### src/common/gtc_pkg.sv
// Behaviour
// [RULE1] 16-bit counter readable as two bytes
// [RULE2] Byte write loads that counter byte at once
// [RULE3] Source select: 0 instruction clock, 1 pin
// [RULE4] Internal source advances per prescaled instruction cycle
// [RULE5] Pin source counts rising edges, optionally synchronised
// [RULE6] Falling edge needed before first counted rise
// [RULE7] Prescale field divides by 1, 2, 4, 8
// [RULE8] Prescaler hidden, cleared on counter byte write
// [RULE9] Oscillator enable starts crystal, runs in sleep
// [RULE10] Crystal usable only with internal or low-power clock
// [RULE11] Crystal pins read data 0, direction 1
// [RULE12] Software waits oscillator start-up before enabling timer
// [RULE13] Sync disable bypasses phases, counts during sleep
// [RULE14] Sync mode switch may drop or add one
// [RULE15] Counter byte reads always valid
// [RULE16] Software stops counter before writing it
// [RULE17] Gate source: gate pin or second comparator
// [RULE18] Gate acts only with gate enable set
// [RULE19] Invert bit inverts selected gate source
// [RULE20] Wrap FFFF to 0000 sets overflow flag
// [RULE21] Request needs three enables; flag sticky
// [RULE22] Async overflow in sleep wakes device
// [RULE23] Invert set counts gate high, else low
// [RULE24] Gate enable follows gate; timer off ignores it
// [RULE25] Internal source ignores sync disable
// [RULE26] Prescale code n divides by two to n
// [RULE27] Timer off holds counter, prescaler, flag
package gtc_pkg;
   // ----------------------------------------
   // Register map
   // ----------------------------------------
   localparam int ADDR_W = 3;
   localparam int DATA_W = 8;
   localparam int CNT_W = 16;
   localparam logic [ADDR_W-1:0] TIMER_CONTROL_REG = 3'h0;
   localparam logic [ADDR_W-1:0] COUNT_LOW_BYTE = 3'h1;
   localparam logic [ADDR_W-1:0] COUNT_HIGH_BYTE = 3'h2;
   localparam logic [ADDR_W-1:0] PERIPHERAL_FLAG_REG = 3'h3;
   localparam logic [ADDR_W-1:0] PERIPHERAL_ENABLE_REG = 3'h4;
   localparam logic [ADDR_W-1:0] INTERRUPT_CONTROL_REG = 3'h5;
   localparam logic [ADDR_W-1:0] COMPARATOR_CONFIG_REG = 3'h6;
   localparam logic [ADDR_W-1:0] OSC_PIN_REG = 3'h7;
   // ----------------------------------------
   // Field positions
   // ----------------------------------------
   localparam int CTL_TIMER_ON = 0;
   localparam int CTL_CLOCK_SOURCE_SELECT = 1;
   localparam int CTL_SYNC_DISABLE = 2;
   localparam int CTL_CRYSTAL_OSC_ENABLE = 3;
   localparam int CTL_PS_LO = 4;
   localparam int CTL_PS_HI = 5;
   localparam int CTL_GATE_ENABLE = 6;
   localparam int CTL_GATE_INVERT = 7;
   localparam int FLAG_OVERFLOW = 0;
   localparam int EN_OVERFLOW_IRQ = 0;
   localparam int ICR_PERIPHERAL_IRQ_ENABLE = 6;
   localparam int ICR_GLOBAL_IRQ_ENABLE = 7;
   localparam int CMP_GATE_SOURCE = 1;
   localparam int PIN_DATA_LO = 0;
   localparam int PIN_DIR_LO = 2;
   // ----------------------------------------
   // Reset values and counts
   // ----------------------------------------
   localparam logic [DATA_W-1:0] REG_RESET = 8'h00;
   localparam logic [CNT_W-1:0] CNT_RESET = 16'h0000;
   localparam logic [CNT_W-1:0] CNT_MAX = 16'hFFFF;
   localparam logic [1:0] PHASE_LAST = 2'h3;
   localparam logic [1:0] PIN_ONES = 2'h3;
   localparam logic [1:0] PIN_ZEROS = 2'h0;
   localparam logic [2:0] PS_ZERO = 3'h0;

   // Last prescaler count for code n, ratio two to n
   function automatic logic [2:0] ps_last(input logic [1:0] sel);
      ps_last = 3'((4'h1 << sel) - 4'h1);
   endfunction
endpackage

### src/core/gtc_sync2.sv
`timescale 1ns/1ns
module gtc_sync2
   import gtc_pkg::*;
#(
   parameter int W = 1
)
(
   // Clock and reset
   input wire logic clk_i,
   input wire logic rst_n_i,
   // Data
   input wire logic [W-1:0] d_i,
   output logic [W-1:0] q_o
);
   logic [W-1:0] meta_q;

   // Meta stage feeds only the second stage
   always_ff @(posedge clk_i or negedge rst_n_i)
   begin
      if (!rst_n_i)
      begin
         meta_q <= '0;
         q_o <= '0;
      end
      else
      begin
         meta_q <= d_i;
         q_o <= meta_q;
      end
   end
endmodule

### src/core/gtc_prescaler.sv
`timescale 1ns/1ns
module gtc_prescaler
   import gtc_pkg::*;
(
   // Clock and reset
   input wire logic clk_i,
   input wire logic rst_n_i,
   // Control
   input wire logic clr_i,
   input wire logic tick_i,
   input wire logic [1:0] sel_i,
   // Divided tick
   output logic tick_o
);
   logic [2:0] cnt_q;

   assign tick_o = tick_i && !clr_i && (cnt_q >= ps_last(sel_i)); // RULE7 RULE26

   always_ff @(posedge clk_i or negedge rst_n_i)
   begin
      if (!rst_n_i)
         cnt_q <= PS_ZERO;
      else if (clr_i || tick_o)
         cnt_q <= PS_ZERO; // RULE8
      else if (tick_i)
         cnt_q <= cnt_q + 3'h1;
   end
endmodule

### src/core/gtc_timer.sv
// Chosen here: the plain strobed port and the register addresses.
`timescale 1ns/1ns
module gtc_timer
   import gtc_pkg::*;
(
   // Clock and reset
   input wire logic mclk_i,
   input wire logic rst_n_i,
   // Register port
   input wire logic [ADDR_W-1:0] addr_i,
   input wire logic [DATA_W-1:0] wdata_i,
   input wire logic wr_i,
   input wire logic rd_i,
   output logic [DATA_W-1:0] rdata_o,
   // Pins and comparator
   input wire logic ext_count_input_i,
   input wire logic gate_pin_i,
   input wire logic second_comparator_i,
   input wire logic [1:0] osc_pin_data_i,
   input wire logic [1:0] osc_pin_dir_i,
   // System status
   input wire logic sleep_i,
   input wire logic lp_clock_ok_i,
   // Outputs
   output logic irq_o,
   output logic wake_o,
   output logic osc_run_o,
   output logic osc_pin_dir_force_o
);
   // ----------------------------------------
   // Reset release
   // ----------------------------------------
   logic rst_meta_q;
   logic rst_q;

   always_ff @(posedge mclk_i or negedge rst_n_i)
   begin
      if (!rst_n_i)
      begin
         rst_meta_q <= 1'b0;
         rst_q <= 1'b0;
      end
      else
      begin
         rst_meta_q <= 1'b1;
         rst_q <= rst_meta_q;
      end
   end

   // ----------------------------------------
   // Input synchronisers
   // ----------------------------------------
   logic [6:0] pins_s;
   logic ext_s;
   logic gate_s;
   logic cmp_s;
   logic [1:0] pdata_s;
   logic [1:0] pdir_s;

   gtc_sync2 #(.W(7)) u_sync (
      .clk_i(mclk_i),
      .rst_n_i(rst_q),
      .d_i({osc_pin_dir_i, osc_pin_data_i, second_comparator_i, gate_pin_i,
         ext_count_input_i}),
      .q_o(pins_s)
   );
   assign ext_s = pins_s[0];
   assign gate_s = pins_s[1];
   assign cmp_s = pins_s[2];
   assign pdata_s = pins_s[4:3];
   assign pdir_s = pins_s[6:5];

   // ----------------------------------------
   // Control registers
   // ----------------------------------------
   logic [DATA_W-1:0] ctl_q;
   logic overflow_irq_enable_q;
   logic peripheral_irq_enable_q;
   logic global_irq_enable_q;
   logic gate_source_q;
   logic wr_low;
   logic wr_high;
   logic wr_cnt;

   assign wr_low = wr_i && addr_i == COUNT_LOW_BYTE;
   assign wr_high = wr_i && addr_i == COUNT_HIGH_BYTE;
   assign wr_cnt = wr_low || wr_high;

   always_ff @(posedge mclk_i or negedge rst_q)
   begin
      if (!rst_q)
      begin
         ctl_q <= REG_RESET;
         overflow_irq_enable_q <= 1'b0;
         peripheral_irq_enable_q <= 1'b0;
         global_irq_enable_q <= 1'b0;
         gate_source_q <= 1'b0;
      end
      else if (wr_i)
      begin
         unique case (addr_i)
            TIMER_CONTROL_REG: ctl_q <= wdata_i;
            PERIPHERAL_ENABLE_REG: overflow_irq_enable_q <= wdata_i[EN_OVERFLOW_IRQ];
            INTERRUPT_CONTROL_REG:
            begin
               peripheral_irq_enable_q <= wdata_i[ICR_PERIPHERAL_IRQ_ENABLE];
               global_irq_enable_q <= wdata_i[ICR_GLOBAL_IRQ_ENABLE];
            end
            COMPARATOR_CONFIG_REG: gate_source_q <= wdata_i[CMP_GATE_SOURCE];
            default: ;
         endcase
      end
   end

   logic timer_on;
   logic clock_source_select;
   logic sync_disable;
   logic crystal_osc_enable;
   logic [1:0] prescale_select;
   logic gate_enable;
   logic gate_invert;

   assign timer_on = ctl_q[CTL_TIMER_ON];
   assign clock_source_select = ctl_q[CTL_CLOCK_SOURCE_SELECT];
   assign sync_disable = ctl_q[CTL_SYNC_DISABLE];
   assign crystal_osc_enable = ctl_q[CTL_CRYSTAL_OSC_ENABLE];
   assign prescale_select = ctl_q[CTL_PS_HI:CTL_PS_LO];
   assign gate_enable = ctl_q[CTL_GATE_ENABLE];
   assign gate_invert = ctl_q[CTL_GATE_INVERT];

   // ----------------------------------------
   // Instruction phase and pin edges
   // ----------------------------------------
   logic [1:0] phase_q;
   logic inst_tick;
   logic ext_d_q;
   logic rise;
   logic fall;

   // Oscillator over four; stopped in sleep like the core clock
   always_ff @(posedge mclk_i or negedge rst_q)
   begin
      if (!rst_q)
         phase_q <= 2'h0;
      else if (!sleep_i)
         phase_q <= phase_q + 2'h1;
   end
   assign inst_tick = phase_q == PHASE_LAST && !sleep_i;

   always_ff @(posedge mclk_i or negedge rst_q)
   begin
      if (!rst_q)
         ext_d_q <= 1'b0;
      else
         ext_d_q <= ext_s;
   end
   assign rise = ext_s && !ext_d_q;
   assign fall = !ext_s && ext_d_q;

   // ----------------------------------------
   // First-edge arming
   // ----------------------------------------
   logic need_fall_q;
   logic on_d_q;
   logic hi_at_off_q;

   // Reset value covers enabling after power-on
   always_ff @(posedge mclk_i or negedge rst_q)
   begin
      if (!rst_q)
         need_fall_q <= 1'b1;
      else if (wr_cnt)
         need_fall_q <= 1'b1; // RULE6
      else if (timer_on && !on_d_q && hi_at_off_q && !ext_s)
         need_fall_q <= 1'b1; // RULE6
      else if (fall)
         need_fall_q <= 1'b0; // RULE6
   end

   always_ff @(posedge mclk_i or negedge rst_q)
   begin
      if (!rst_q)
      begin
         on_d_q <= 1'b0;
         hi_at_off_q <= 1'b0;
      end
      else
      begin
         on_d_q <= timer_on;
         if (on_d_q && !timer_on)
            hi_at_off_q <= ext_s;
      end
   end

   // ----------------------------------------
   // Source select and gate
   // ----------------------------------------
   logic rise_ok;
   logic pend_q;
   logic src_tick;
   logic gate_sel;
   logic count_en;
   logic pre_out;

   assign rise_ok = rise && !need_fall_q; // RULE6

   // Synchronous mode holds an edge until the next instruction boundary
   always_ff @(posedge mclk_i or negedge rst_q)
   begin
      if (!rst_q)
         pend_q <= 1'b0;
      else if (wr_cnt || sync_disable)
         pend_q <= 1'b0; // RULE14
      else if (rise_ok)
         pend_q <= 1'b1;
      else if (inst_tick)
         pend_q <= 1'b0;
   end

   always_comb
   begin
      if (!clock_source_select)
         src_tick = inst_tick; // RULE3 RULE4 RULE25
      else if (sync_disable)
         src_tick = rise_ok; // RULE5 RULE13
      else
         src_tick = pend_q && inst_tick; // RULE5
   end

   assign gate_sel = gate_source_q ? cmp_s : gate_s; // RULE17
   assign count_en = timer_on && (!gate_enable || gate_sel == gate_invert); // RULE18 RULE19 RULE23 RULE24 RULE27

   gtc_prescaler u_pre (
      .clk_i(mclk_i),
      .rst_n_i(rst_q),
      .clr_i(wr_cnt),
      .tick_i(src_tick && count_en),
      .sel_i(prescale_select),
      .tick_o(pre_out)
   );

   // ----------------------------------------
   // Counter and overflow
   // ----------------------------------------
   logic [CNT_W-1:0] cnt_q;
   logic overflow_flag_q;
   logic ovf;

   assign ovf = pre_out && cnt_q == CNT_MAX;

   // Write beats increment; software is expected to stop first
   always_ff @(posedge mclk_i or negedge rst_q)
   begin
      if (!rst_q)
         cnt_q <= CNT_RESET;
      else if (wr_low)
         cnt_q[DATA_W-1:0] <= wdata_i; // RULE2 RULE16
      else if (wr_high)
         cnt_q[CNT_W-1:DATA_W] <= wdata_i; // RULE2 RULE16
      else if (pre_out)
         cnt_q <= cnt_q + 16'h0001; // RULE1
   end

   // Set wins over a same-cycle software clear
   always_ff @(posedge mclk_i or negedge rst_q)
   begin
      if (!rst_q)
         overflow_flag_q <= 1'b0;
      else if (ovf)
         overflow_flag_q <= 1'b1; // RULE20
      else if (wr_i && addr_i == PERIPHERAL_FLAG_REG)
         overflow_flag_q <= wdata_i[FLAG_OVERFLOW]; // RULE21
   end

   // ----------------------------------------
   // Outputs
   // ----------------------------------------
   always_ff @(posedge mclk_i or negedge rst_q)
   begin
      if (!rst_q)
      begin
         irq_o <= 1'b0;
         wake_o <= 1'b0;
         osc_run_o <= 1'b0;
         osc_pin_dir_force_o <= 1'b0;
      end
      else
      begin
         irq_o <= overflow_flag_q && overflow_irq_enable_q && peripheral_irq_enable_q
            && global_irq_enable_q; // RULE21
         wake_o <= sleep_i && timer_on && clock_source_select && sync_disable
            && overflow_flag_q && overflow_irq_enable_q && peripheral_irq_enable_q; // RULE22
         osc_run_o <= crystal_osc_enable && lp_clock_ok_i; // RULE9 RULE10
         osc_pin_dir_force_o <= crystal_osc_enable; // RULE11
      end
   end

   // ----------------------------------------
   // Read port
   // ----------------------------------------
   always_ff @(posedge mclk_i or negedge rst_q)
   begin
      if (!rst_q)
         rdata_o <= REG_RESET;
      else if (!rd_i)
         rdata_o <= REG_RESET;
      else
      begin
         rdata_o <= REG_RESET;
         unique case (addr_i)
            TIMER_CONTROL_REG: rdata_o <= ctl_q;
            COUNT_LOW_BYTE: rdata_o <= cnt_q[DATA_W-1:0]; // RULE1 RULE15
            COUNT_HIGH_BYTE: rdata_o <= cnt_q[CNT_W-1:DATA_W]; // RULE1 RULE15
            PERIPHERAL_FLAG_REG: rdata_o[FLAG_OVERFLOW] <= overflow_flag_q;
            PERIPHERAL_ENABLE_REG: rdata_o[EN_OVERFLOW_IRQ] <= overflow_irq_enable_q;
            INTERRUPT_CONTROL_REG:
            begin
               rdata_o[ICR_PERIPHERAL_IRQ_ENABLE] <= peripheral_irq_enable_q;
               rdata_o[ICR_GLOBAL_IRQ_ENABLE] <= global_irq_enable_q;
            end
            COMPARATOR_CONFIG_REG: rdata_o[CMP_GATE_SOURCE] <= gate_source_q;
            OSC_PIN_REG:
            begin
               rdata_o[PIN_DATA_LO+1:PIN_DATA_LO] <= crystal_osc_enable ? PIN_ZEROS : pdata_s; // RULE11
               rdata_o[PIN_DIR_LO+1:PIN_DIR_LO] <= crystal_osc_enable ? PIN_ONES : pdir_s; // RULE11
            end
            default: ;
         endcase
      end
   end
endmodule

### config.mk
export PLATFORM = sky130hd
export DESIGN_NAME = gtc_timer
export DESIGN_NICKNAME = d
export VERILOG_FILES = /design/src/common/gtc_pkg.sv /design/src/core/gtc_sync2.sv /design/src/core/gtc_prescaler.sv /design/src/core/gtc_timer.sv
export SDC_FILE = /design/constraint.sdc
export NUM_CORES = 1
export LEC_CHECK = 0
export BUFFER_PORTS_ARGS = -buffer_cell sky130_fd_sc_hd__buf_2
export CORE_UTILIZATION = 35
export DETAILED_ROUTE_END_ITERATION = 8
export SLEW_MARGIN = 20
export SYNTH_ARGS = -nofsm -noshare
export SYNTH_HDL_FRONTEND = slang
export SYNTH_HIERARCHICAL = 1
export SYNTH_SLANG_ARGS = --single-unit
### constraint.sdc
create_clock -name mclk_i -period 3.8 [get_ports mclk_i]
set_clock_uncertainty 0.1 [all_clocks]
set_input_delay 0.19 -clock mclk_i [delete_from_list [all_inputs] [get_ports mclk_i]]
set_output_delay 0.19 -clock mclk_i [all_outputs]
set_load 0.005 [all_outputs]
; ---- Yosys cells after proc, flatten, opt, wreduce, memory -nomap -nowiden
; Index checks and enable logic that the tools add are counted.
[op_classes]
add_sub_neg = 4
magnitude_cmp = 1
eq_ne = 11
n_shift = 1
n_mux = 25
n_bitwise = 1
n_reduce_logical = 52
[op_table]
columns = op, count
row1 = 8-bit 2-to-1 mux, 4
row2 = 1-bit logical AND, 27
row3 = 16-bit by 1-bit adder with 16-bit output (second input constant), 1
row4 = 16-bit == test (second input constant), 1
row5 = 16-bit 2-to-1 mux, 1
row6 = 2-bit one-hot mux with 4 select lines, 2
row7 = 3-bit == test (second input constant), 4
row8 = 2-bit AND reduction, 6
row9 = 1-bit 2-to-1 mux, 11
row10 = 1-bit zero test, 8
row11 = 2-bit nonzero test, 4
row12 = 3-bit by 2-bit == test with 1-bit output (second input constant), 2
row13 = 3-bit 2-to-1 mux, 2
row14 = 1-bit one-hot mux with 6 select lines, 1
row15 = 2-bit one-hot mux with 3 select lines, 1
row16 = 3-bit nonzero test, 2
row17 = 1-bit one-hot mux with 5 select lines, 1
row18 = 1-bit logical OR, 4
row19 = 2-bit 2-to-1 mux, 2
row20 = 3-bit by 1-bit adder with 3-bit output (second input constant), 1
row21 = 3-bit by 1-bit == test with 1-bit output (second input constant), 1
row22 = 3-bit >= comparator, 1
row23 = 3-bit zero test, 1
row24 = 1-bit by 2-bit left shift with 3-bit output (first input constant), 1
row25 = 6 further kinds, 6
[word_totals]
ff_bits = 67
in_bits = 24
output_inout_bits = 12
elab_cells = 119

; ---- Depth between registers and ports, before layout
[depth]
ltp_word = 11
mapped_depth = 11
ltp_nobuf = 10

; ---- Hierarchy
; The synthesis kept the hierarchy.
[by_module_without_submodules]
columns = module, instances, cells_each, area_each_um2, seq_area_each_um2
row1 = gtc_timer, 1, 261, 2681.3, 1252.5
row2 = gtc_sync2, 1, 14, 350.3, 350.3
row3 = gtc_prescaler, 1, 27, 287.8, 75.1

; ---- Worst setup path after synthesis
; Ideal clock, no wire load.
[synth_timing]
path_kind = reg-to-reg
startpoint = register ext_d_q
endpoint = register cnt_q[13] (netlist name)
setup_ns = 0.069
arrival_ns = 2.347
required_ns = 3.631
setup_slack_ns = 1.283
path_stages_with_launch = 11
n_path_buf = 1
synth_period_minus_slack_ns = 2.517
path_cell_list = dfrtp_1 -> nor3b_1 -> and3_1 -> o21ai_0 -> a21oi_1 -> and3b_2 -> and4_1 -> buf_4 -> nand3_2 -> or4_1 -> nand3_1
[synth_lines]
columns = element, line_no
row1 = "start, declared", gtc_timer.sv:136  ; logic ext_d_q;
row2 = "start signal, assigned", gtc_timer.sv:155  ; ext_d_q <= ext_s;

==> run metrics <==
CTS Hold Buffers Added=11; synth warn=6; largest net degree at the start of global routing=51; # DRC=0; GR Overflow Total=0; # setup viols final=0; DP HPWL=5.53 mm; Sw Pwr=0.712 mW; core area=9200 um^2; Seq/Total Area, Yosys=50.5%; max_slew headroom=57.0%; number of fill cells in the layout=896; via density per instance=5.53; multi-input logic area=1530 um^2; Layout Cells excl Fill=465; Synth cell types=68; CTS tree=done; Port-buffer cells=35; Worst setup startpoint=u_sync/q_o[0]; DIE AREA=9880 um^2; Max Clk Rate=0.342 GHz; cell area after synthesis=3320 um^2; period utilization=76.9%; post-cts gate resize count=0; FF+latch count, synth=67; DR iter-0 viols=165; Inst Count DP=438; RR Endpoint=cnt_q[14]; nets@finish=379; # IOs=36; Clock H-tree levels=3; clock-pin slew on the worst setup and hold paths=0.07 ns; PwrDens=533 nW/um^2; Final Hold Viols=0; critical path type=reg -> reg; Reg power frac=50.6%; clock tree root buffer cell=clkbuf_8; clk sinks=67; reg2reg start=u_sync/q_o[0]; Final min period=2.92 ns; Lkg Pwr=1.65 nW; wirelength, routed=8.15 mm; flop2flop setup slack=0.88 ns; status=complete, no violations; Row Count=35; worst-margin pin slew=0.645 ns; Worst setup EP type=flip-flop; Avg Cell Area, Syn=11.0 um^2; worst slack at placement=0.930 ns; hold path endpoint=ctl_q[3]; WHS Path Cells=2; Final Max Slew Viols=0; synthesized instance count=302; Pint=1.35 mW; HP Start=wdata_i[3]; Register-to-Register Path Depth=9; FFs w/ async S/R, synth=100%; RSZ-0062 raised after global routing=false; gpl congestion=0.861; chip height=99.4 um; die extent in x=99.4 um; routed length per instance=17.5 um; worst hold path type=in -> reg; Reg area=1680 um^2; max cap viols=0; Worst-Skew Late Latency=0.36 ns; predominant post-synthesis flop cell=dfrtp_1; CTS buffer count=9; critical path arrival=3.06 ns; CTS max path bufs=2; Detailed Routing Iterations Pass 1=4; Antenna Diode Count=0; vias in the first global route=2584; combinational power share=23.2%; layout cells sized above 1=25.7%; EDFF count, synth=0; initial core utilization=36.1%; Worst EP required=3.94 ns; crit start category=flip-flop; via count=2572; area grow syn2layout=16.5%; GRT Util Overall=17.6%; first-pass GRT wire length=13.3 mm; Critical Path Fanout Max=7; Mapped Nets=332; Setup TNS Final=0 ns; PnR worst setup slack=0.879 ns; setup bufs post-CTS=0; clock power share=26.2%; Final ANT Viol Nets=0; maximum VDD drop=0.193 mV; initial antenna violation count=0; Sw Ratio=34.5%
layout make-up:
type                            count  area share (%)
Multi-Input combinational cell    213            39.5
Inverter                           10           0.971
Clock buffer                       11            3.66
Clock inverter                      5            1.00
Tap cell                          111            3.59
Timing Repair Buffer               48            7.77
Sequential cell                    67            43.5
how the worst max path moves through the flow:
stage | end | slack, ns
2_1_floorplan | cnt_q[13] | 1.28
3_3_place_gp | cnt_q[14] | 1.05
3_5_place_dp | cnt_q[13] | 0.93
4_1_cts | cnt_q[14] | 0.90
5_1_grt | cnt_q[15] | 0.58
6_report | cnt_q[14] | 0.88
layer usage:
| layer | GRT usage [%] | part of all wire, % | vias to the layer above |
|---|---|---|---|
| li1 | - | - | 1218 |
| met1 | 22.5 | 44 | 1257 |
| met2 | 29.1 | 48 | 84 |
| met3 | 4.43 | 6.0 | 13 |
| met4 | 6.00 | 2.1 | 0 |
| met5 | 0 | 0 | - |
logic make-up (layout without fill, tap and decap cells):
family / after synthesis / after routing / share of synthesized area [%]
adder cells (fa/ha/maj): 6 / 6 / 2.26
flip-flops: 67 / 67 / 50.5
buffers and inverters: 22 / 74 / 3.43
AND/OR/NAND/NOR: 107 / 107 / 19.6
other: 1 / 1 / 0.113
multiplexers: 25 / 25 / 8.10
XOR/XNOR: 2 / 2 / 0.528
AO/OA/AOI/OAI: 72 / 72 / 15.4
placed cells by master (no fill, tap or decap), types with 3 or more instances in the layout:
cell | Yosys | layout
nand2_1 | 19 | 19
a31oi_1 | 3 | 3
mux2_2 | 15 | 15
or2_2 | 3 | 3
o22ai_1 | 3 | 3
dlygate4sd3_1 | 0 | 11
ha_1 | 6 | 6
a211oi_1 | 3 | 3
a22oi_1 | 4 | 4
buf_2 | 7 | 35
nor3_1 | 8 | 8
clkinvlp_4 | 0 | 4
o21ai_0 | 11 | 11
nand3_1 | 11 | 11
clkbuf_8 | 0 | 10
inv_1 | 10 | 10
nor2_1 | 19 | 19
nand2b_1 | 6 | 6
o211ai_1 | 6 | 6
mux2i_1 | 10 | 10
or4_1 | 4 | 4
nand4_1 | 3 | 3
nor3b_1 | 4 | 4
dfrtp_1 | 66 | 65
a21oi_1 | 17 | 17
per-stage QoR:
stage	instance area, um^2	util, %	total power, mW	hold slack [ns]
3_3_place_gp	3570	38.9	1.50	-0.125
6_report	3870	42.0	2.06	0.0246
5_1_grt	3870	42.0	2.19	0.0213
2_1_floorplan	3320	-	1.37	-0.206
3_5_place_dp	3570	38.9	1.52	-0.123
4_1_cts	3860	42.0	2.07	0.0231
power by group through the flow:
stage / clock [mW] / combinational, mW / sequential, mW
CTS: 0.554 / 0.478 / 1.04
global route: 0.586 / 0.535 / 1.07
detailed placement: 0 / 0.465 / 1.05
global placement: 0 / 0.450 / 1.05
finish: 0.540 / 0.478 / 1.04
floorplan: 0 / 0.383 / 0.984
Yosys cell counts (all sizes together) (3+ instances only):
master	n	area (um^2)
a211oi	3	22.5
or2	4	25.0
dfrtp	66	1650
nand4	4	40.0
mux2i	10	100
mux2	15	169
a21oi	19	110
or4	4	30.0
o22ai	3	18.8
nand2	20	77.6
o21ai	13	72.6
o211ai	6	45.0
inv	10	37.5
a31oi	3	18.8
or2b	3	28.8
nand3	12	65.1
a22oi	4	30.0
nor3b	4	30.0
nand2b	7	51.3
ha	6	75.1
buf	11	72.6
and3	4	27.5
nor2	19	71.3
nor3	9	56.3
flip-flops by register name (all words and copies together), names as in the netlist, 2 cells and up:
signal         count
phase_q            2
u_sync/q_o         7
rdata_o            8
cnt_q             16
u_sync/meta_q      7
u_pre/cnt_q        3
ctl_q              8
worst max-delay path, cell delays in order (launching register included):
cell and delay, ns:
dfrtp_1 0.40, nor3b_1 0.26, and3_1 0.18, o21ai_0 0.08
a21oi_1 0.43, and3b_2 0.37, and4_1 0.35, nand4_1 0.15
a21o_1 0.20, a221o_1 0.28
(Power assumes the default switching activity.)
